[config.mk]
export PLATFORM = sky130hd
export DESIGN_NAME = hpsr_top
export DESIGN_NICKNAME = d
export VERILOG_FILES = /design/src/verilog/hpsr_pkg.sv /design/src/verilog/hpsr_fifo.sv /design/src/verilog/hpsr_top.sv
export SDC_FILE = /design/constraint.sdc
export NUM_CORES = 1
export LEC_CHECK = 0
export ABC_AREA = 0
export BUFFER_PORTS_ARGS = -buffer_cell sky130_fd_sc_hd__buf_4
export CAP_MARGIN = 20
export CORE_ASPECT_RATIO = 1.5
export CORE_UTILIZATION = 40
export CTS_CLUSTER_DIAMETER = 150
export CTS_CLUSTER_SIZE = 16
export DETAILED_ROUTE_END_ITERATION = 6
export PLACE_DENSITY = 0.6
export SLEW_MARGIN = 40
export SYNTH_ARGS = -nofsm -noshare
export SYNTH_HDL_FRONTEND = slang
export SYNTH_SLANG_ARGS = --single-unit
export TNS_END_PERCENT = 10
[constraint.sdc]
create_clock -name sys_clk -period 5.2 [get_ports sys_clk]
set_input_delay 0.26 -clock sys_clk [delete_from_list [all_inputs] [get_ports sys_clk]]
set_output_delay 0.26 -clock sys_clk [all_outputs]
set_load 0.02 [all_outputs]
[src/verilog/hpsr_pkg.sv]
package hpsr_pkg;
   // Target select codes on access_target_select
   localparam logic [1:0] SEL_CTRL = 2'h0;
   localparam logic [1:0] SEL_DATA_AUTO = 2'h1;
   localparam logic [1:0] SEL_ADDR = 2'h2;
   localparam logic [1:0] SEL_DATA = 2'h3;
   localparam logic [15:0] HALF_ZERO = 16'h0000;
   localparam logic [31:0] WORD_ZERO = 32'h0000_0000;
   localparam int FIFO_DEPTH = 8;
   localparam int FIFO_WIDTH = 32;
   // Data leads ready by 2P-4 ns: round up to whole cycles
   localparam int CLK_PERIOD_NS = 20;
   localparam int DATA_LEAD_NS = 2 * CLK_PERIOD_NS - 4;
   localparam int DATA_LEAD_CYC =
      (DATA_LEAD_NS + CLK_PERIOD_NS - 1) / CLK_PERIOD_NS;
   localparam logic [1:0] LEAD_LAST = 2'(DATA_LEAD_CYC - 1);
   localparam logic [1:0] LEAD_ZERO = 2'h0;
   localparam logic [1:0] LEAD_STEP = 2'h1;

   typedef struct packed {
      logic [1:0] target;
      logic read_not_write;
      logic second_half;
   } hpsr_sel_t;

   typedef enum logic [1:0] {
      ST_IDLE = 2'b00,
      ST_WAIT = 2'b01,
      ST_LEAD = 2'b11,
      ST_DONE = 2'b10
   } hpsr_state_t;
endpackage

[src/verilog/hpsr_fifo.sv]
`timescale 1ns/1ps
module hpsr_fifo #(
   parameter int WIDTH = 32,
   parameter int DEPTH = 8
) (
   // Clock and reset
   input wire logic sys_clk,
   input wire logic nrst,
   // Fill side
   input wire logic in_valid,
   output logic in_ready,
   input wire logic [WIDTH-1:0] in_data,
   // Drain side
   output logic out_valid,
   input wire logic out_ready,
   output logic [WIDTH-1:0] out_data
);
   localparam int AW = $clog2(DEPTH);
   logic [WIDTH-1:0] mem [DEPTH];
   logic [AW-1:0] wr_ptr;
   logic [AW-1:0] rd_ptr;
   logic [AW:0] count;
   wire push = in_valid && in_ready;
   wire pop = out_valid && out_ready;
   assign in_ready = count != (AW+1)'(DEPTH);
   assign out_valid = count != '0;
   assign out_data = mem[rd_ptr];

   always_ff @(posedge sys_clk) begin
      if (push) begin
         mem[wr_ptr] <= in_data;
      end
   end

   always_ff @(posedge sys_clk or negedge nrst) begin
      if (!nrst) begin
         wr_ptr <= '0;
         rd_ptr <= '0;
         count <= '0;
      end else begin
         if (push) begin
            wr_ptr <= (wr_ptr == AW'(DEPTH - 1)) ? '0 : wr_ptr + 1'b1;
         end
         if (pop) begin
            rd_ptr <= (rd_ptr == AW'(DEPTH - 1)) ? '0 : rd_ptr + 1'b1;
         end
         count <= count + (AW+1)'(push) - (AW+1)'(pop);
      end
   end
endmodule

[src/verilog/hpsr_top.sv]
`timescale 1ns/1ps
// Function
// - Internal strobe is NOT(strobe a XOR strobe b) OR chip select, low.
// - Ready output reads low whenever chip select is high.
// - Ready is high at chip select fall while earlier work is unfinished.
// - First-half data read requests a fetch and holds ready high till a lead after load.
// - After second half of data write or auto read, ready rises on release.
// - Other accesses leave ready low and never show busy.
// - Control and address register traffic never changes ready.
// - Data bus is driven only on reads, from strobe fall to strobe rise.
// - Read data is on the bus a whole lead before ready goes low.
module hpsr_top
   import hpsr_pkg::*;
(
   // Clock and reset
   input wire logic sys_clk,
   input wire logic nrst,
   // Host pins
   input wire logic host_chip_select_n,
   input wire logic data_strobe_a_n,
   input wire logic data_strobe_b_n,
   input wire logic address_strobe_n,
   input wire logic [1:0] access_target_select,
   input wire logic host_read_not_write,
   input wire logic halfword_select,
   output logic host_ready_n,
   input wire logic [15:0] host_data_bus_in,
   output logic [15:0] host_data_bus_out,
   output logic host_data_bus_oe,
   // Fetch request to the internal address generator
   output logic fetch_req,
   input wire logic fetch_load,
   input wire logic [31:0] fetch_data,
   // Completed data-register writes, buffered
   output logic wr_valid,
   input wire logic wr_ready,
   output logic [31:0] wr_data,
   // Selects of the last access, for register decode
   output hpsr_pkg::hpsr_sel_t last_sel
);
   import hpsr_pkg::*;

   // Three-stage pin synchronisers, two-stage for the data bus; first stage feeds only the second
   logic [2:0] cs_s, sa_s, sb_s, as_s;
   hpsr_sel_t sel_s1, sel_s2, sel_s3;
   logic [15:0] hd_s1, hd_s2;

   always_ff @(posedge sys_clk or negedge nrst) begin
      if (!nrst) begin
         cs_s <= 3'h7;
         sa_s <= 3'h7;
         sb_s <= 3'h7;
         as_s <= 3'h7;
         sel_s1 <= '0;
         sel_s2 <= '0;
         sel_s3 <= '0;
      end else begin
         cs_s <= {cs_s[1:0], host_chip_select_n};
         sa_s <= {sa_s[1:0], data_strobe_a_n};
         sb_s <= {sb_s[1:0], data_strobe_b_n};
         as_s <= {as_s[1:0], address_strobe_n};
         sel_s1 <= '{access_target_select, host_read_not_write,
                     halfword_select};
         sel_s2 <= sel_s1;
         sel_s3 <= sel_s2;
      end
   end

   always_ff @(posedge sys_clk) begin
      hd_s1 <= host_data_bus_in;
      hd_s2 <= hd_s1;
   end

   // Filtered levels change only when stages two and three agree
   logic cs_f, sa_f, sb_f, as_f, strobe_f, as_f_d;
   wire cs_new = (cs_s[1] == cs_s[2]) ? cs_s[1] : cs_f;
   wire sa_new = (sa_s[1] == sa_s[2]) ? sa_s[1] : sa_f;
   wire sb_new = (sb_s[1] == sb_s[2]) ? sb_s[1] : sb_f;
   wire as_new = (as_s[1] == as_s[2]) ? as_s[1] : as_f;
   wire strobe_new = ~(sa_new ^ sb_new) | cs_new;
   wire strobe_fall = strobe_f && !strobe_new;
   wire strobe_rise = !strobe_f && strobe_new;
   wire as_fall = as_f_d && !as_f;

   always_ff @(posedge sys_clk or negedge nrst) begin
      if (!nrst) begin
         cs_f <= 1'b1;
         sa_f <= 1'b1;
         sb_f <= 1'b1;
         as_f <= 1'b1;
         as_f_d <= 1'b1;
         strobe_f <= 1'b1;
      end else begin
         cs_f <= cs_new;
         sa_f <= sa_new;
         sb_f <= sb_new;
         as_f <= as_new;
         as_f_d <= as_f;
         strobe_f <= strobe_new;
      end
   end

   // Selects: captured on address strobe fall when used, else strobe fall
   logic as_taken;
   hpsr_sel_t sel;
   wire hpsr_sel_t sel_now = as_taken ? last_sel : sel_s3;
   wire is_data = sel_now.target == SEL_DATA ||
                  sel_now.target == SEL_DATA_AUTO;
   wire is_rd_first = is_data && sel_now.read_not_write &&
                      !sel_now.second_half;
   wire is_busy_2nd = sel_now.second_half && (
                      (is_data && !sel_now.read_not_write) ||
                      (sel_now.target == SEL_DATA_AUTO &&
                       sel_now.read_not_write));

   hpsr_state_t state;
   hpsr_state_t next_state;
   logic [1:0] lead_cnt;
   logic [31:0] rd_word;
   logic [15:0] wr_low, wr_high;
   logic busy, pending, fetched;
   logic fifo_in_ready;

   // Busy work: one transfer completing inside the device
   wire work_done = state == ST_DONE &&
                    (pending ? fifo_in_ready : fetched);

   always_comb begin
      next_state = state;
      case (state)
         ST_IDLE: begin
            if (strobe_fall && is_rd_first) begin
               next_state = ST_WAIT;
            end
         end
         ST_WAIT: begin
            if (fetch_load) begin
               next_state = ST_LEAD;
            end
         end
         ST_LEAD: begin
            if (lead_cnt == LEAD_LAST) begin
               next_state = ST_IDLE;
            end
         end
         ST_DONE: begin
            if (work_done) begin
               next_state = ST_IDLE;
            end
         end
         default: next_state = ST_IDLE;
      endcase
      if (state == ST_IDLE && strobe_rise && is_busy_2nd) begin
         next_state = ST_DONE;
      end
   end

   always_ff @(posedge sys_clk or negedge nrst) begin
      if (!nrst) begin
         state <= ST_IDLE;
         lead_cnt <= LEAD_ZERO;
         as_taken <= 1'b0;
         last_sel <= '0;
         rd_word <= WORD_ZERO;
         wr_low <= HALF_ZERO;
         wr_high <= HALF_ZERO;
         pending <= 1'b0;
         fetched <= 1'b0;
         busy <= 1'b0;
      end else begin
         state <= next_state;
         lead_cnt <= (state == ST_LEAD) ? lead_cnt + LEAD_STEP : LEAD_ZERO;
         if (as_fall) begin
            last_sel <= sel_s3;
            as_taken <= 1'b1;
         end else if (strobe_fall && !as_taken) begin
            last_sel <= sel_s3;
         end
         if (strobe_rise) begin
            as_taken <= 1'b0;
         end
         if (fetch_load) begin
            rd_word <= fetch_data;
         end
         // Second half completes the word; first half is held
         if (strobe_rise && is_data && !sel_now.read_not_write) begin
            if (sel_now.second_half) begin
               pending <= 1'b1;
               // Host may move the bus while the FIFO stalls
               wr_high <= hd_s2;
            end else begin
               wr_low <= hd_s2;
            end
         end else if (work_done) begin
            pending <= 1'b0;
         end
         fetched <= (state == ST_DONE && !pending) ? 1'b1 : 1'b0;
         busy <= next_state != ST_IDLE;
      end
   end

   // Auto read prefetch is modelled as two cycles of internal work in ST_DONE
   assign sel = sel_now;
   assign fetch_req = state == ST_IDLE && next_state == ST_WAIT;

   // Control and address traffic never reaches busy
   assign host_ready_n = !cs_f && busy;

   // Bus driven for reads while strobe is low
   wire rd_active = !strobe_f && sel.read_not_write;
   assign host_data_bus_oe = rd_active;
   assign host_data_bus_out = sel.second_half ? rd_word[31:16]
                                              : rd_word[15:0];

   hpsr_fifo #(
      .WIDTH(FIFO_WIDTH),
      .DEPTH(FIFO_DEPTH)
   ) u_wr_fifo (
      .sys_clk(sys_clk),
      .nrst(nrst),
      .in_valid(state == ST_DONE && pending),
      .in_ready(fifo_in_ready),
      .in_data({wr_high, wr_low}),
      .out_valid(wr_valid),
      .out_ready(wr_ready),
      .out_data(wr_data)
   );

endmodule

==> impl_metrics.csv <==
group,metric,value,unit
timing,tightest_slew,0.675,ns
setup_path,critical_path_peak_fanout,38,
pwr,leakage,0.00660,uW
synth,synth-edff-count,256,
global_route,antenna_found_initial,0,
route,drtPass1Iterations,5,
synth,syn_area,15000,um^2
synth,synth_seq_cells,404,
global_route,grt_max_degree,68,
route,wl,29.0,mm
place,routabilityCongestion,0.714,
route,drtIter0Drc,347,
synth,synthFlopType,"edfxtp_1",
clocking,cts_tree,"built",
clocking,cts_buffer_depth,3,
timing,setup-tns-final,0,ns
hold_path,hold_class,"in2reg",
clocking,clk_latency,0.58,ns
final_layout,final_nets,979,
global_route,grt_use_total,15.7,%
pwr,vdd.ir_drop.worst,0.353,mV
route,wl_per_cell,20.5,um
final_layout,finalNonFillerCells,1414,
timing,rsz0062_at_grt,"no",
final_layout,final_common_cell,"edfxtp_1",
floorplan,ios,116,
place,placed_cells,1303,
timing,worst_slack,2.21,ns
setup_path,ff2ff_setup_slack,2.38,ns
timing,post-route-min-period,2.99,ns
final_layout,final_cell_mix,"256 x edfxtp_1, 125 x buf_4, 103 x mux2_2",
pwr,power_density,504,nW/um^2
timing,max-slew-margin-rel,55.0,%
synth,synthCells,716,
floorplan,die_x,160,um
global_route,overflow,0,
clocking,cts_hold_buf,57,
synth,synth_top_area_share,51.3,%
synth,ys_warn_count,0,
job,maxCapViolations,0,
timing,whs,0.182,ns
global_route,grt_pass1_vias,7832,
setup_path,critical_path_required,4.94,ns
clocking,cts_setup_buffers,0,
place,place_hpwl,17.0,mm
route,drc,0,
status,status,"finished, final reports clean",
timing,clock_skew,0.0302,ns
route,num_vias,7057,
synth,syn_nets,788,
synth,synth_top_area_cell,"edfxtp_1",
route,antenna_left,0,
place,preCtsSetupSlack,2.36,ns
timing,drv_slew,0,
setup_path,end_kind,"primary output",
timing,timing.final.crit_share,57.4,%
timing,setup_viol,0,
clocking,numCtsBuffers,29,
synth,ys_types,47,
clocking,ctsRootBufferMaster,"clkbuf_16",
floorplan,initial_core_util,40.7,%
place,io_buffers,115,
floorplan,placementRows,86,
clocking,cts.sinks,404,
clocking,htreeDepth,1,
setup_path,worst_ep_arrival_time,2.73,ns
final_layout,syn_to_final_growth,19.8,%
timing,fmax,335,MHz
setup_path,start_kind,"register",
synth,avgSynthCellArea,20.9,um^2
clocking,cts-resized-gates,0,
floorplan,core,36800,um^2
setup_path,setup.worst_path.class,"reg2out",
floorplan,die_y,239,um
final_layout,drive_above_1_share,41.5,%
synth,ys_seq_area_share,75.1,%
global_route,grt_pass1_wl,45.2,mm
floorplan,die_area,38300,um^2
timing,hold_viol_final,0,
route,viasPerCell,4.99,
synth,async_reset_ff_share,28.7,%
synth,synth_area_leaders,"edfxtp_1 51%, dfrtp_1 16%, mux4_2 9.6%",
clocking,clkSlewWorstSetupHoldPaths,0.07,ns
final_layout,diodes,0,
-- flip-flops by register name (all words and copies together), names as in the netlist, 4 cells and up --
name             cells
sel_s1               4
last_sel             4
rd_word             32
sel_s2               4
sel_s3               4
wr_low              16
u_wr_fifo.mem      256
u_wr_fifo.count      4
hd_s2               16
hd_s1               16
wr_high             16
-- critical path, cell delays in order, from the launching register on --
cell     delay [ns]
dfrtp_4        0.78
buf_4          0.51
mux4_2         0.38
mux2_2         0.31
buf_4          0.17
-- Yosys cell counts (all sizes together) (4+ instances only) --
master,count
mux2,122
edfxtp,256
mux4,64
dfxtp,32
dfrtp,98
ha,11
nand2,8
clkbuf,15
inv,14
buf,12
nor3,4
a21oi,5
nor2,13
dfstp,18
-- metal layers --
layer	global-route usage (%)	vias to the layer above	part of all wire, %
met5	0	-	0
met4	4.10	0	1.7
met3	2.81	33	4.8
met2	29.3	149	54
met1	18.4	3706	40
li1	-	3169	-
-- power by group --
part | total, uW | internal (uW) | switching (uW)
logic | 2400 | 1350 | 1060
clock network | 2120 | 1060 | 1060
registers | 4530 | 3980 | 545
total | 9050 | 6390 | 2660
-- per-stage QoR --
| step | cell area, um^2 | power [uW] | utilization [%] |
|---|---|---|---|
| CTS | 18000 | 9190 | 48.8 |
| finish | 18000 | 9050 | 48.8 |
| global route | 18000 | 9480 | 48.8 |
| floorplan | 15000 | 6070 | - |
| detailed placement | 16500 | 7030 | 45.0 |
| global placement | 16500 | 6950 | 44.7 |
-- path summary, 6_finish.rpt --
check / startpoint / to / cells after the start
max in group asynchronous: nrst / rd_word[21] / 3
worst min-delay path: wr_ready / u_wr_fifo.rd_ptr[0] / 3
worst max-delay path: u_wr_fifo.rd_ptr[1] / wr_data[0] / 4
worst max register to register: u_wr_fifo.count[2] / u_wr_fifo.mem[7][1] / 9
min in group asynchronous: nrst / wr_high[5] / 2
worst min register to register: hd_s1[5] / hd_s2[5] / 0
-- cell families (layout without fill, tap and decap cells) --
logic type / Yosys count / in the layout / synth area share, %
flip-flops: 404 / 404 / 75.1
buffers and inverters: 41 / 255 / 1.24
multiplexers: 189 / 189 / 19.5
XOR/XNOR: 4 / 4 / 0.284
AND/OR/NAND/NOR: 44 / 44 / 1.56
adder cells (fa/ha/maj): 15 / 15 / 1.27
AO/OA/AOI/OAI: 19 / 19 / 1.13
-- cell type report --
type | count | area (um^2)
Inverter | 14 | 52.6
Clock buffer | 52 | 812
Timing Repair Buffer | 187 | 1590
Sequential cell | 404 | 11300
Fill cell | 3082 | 18800
Tap cell | 484 | 606
Multi-Input combinational cell | 271 | 3600
Clock inverter | 2 | 25.0
No activity file was read; power rests on OpenSTA's default activity.
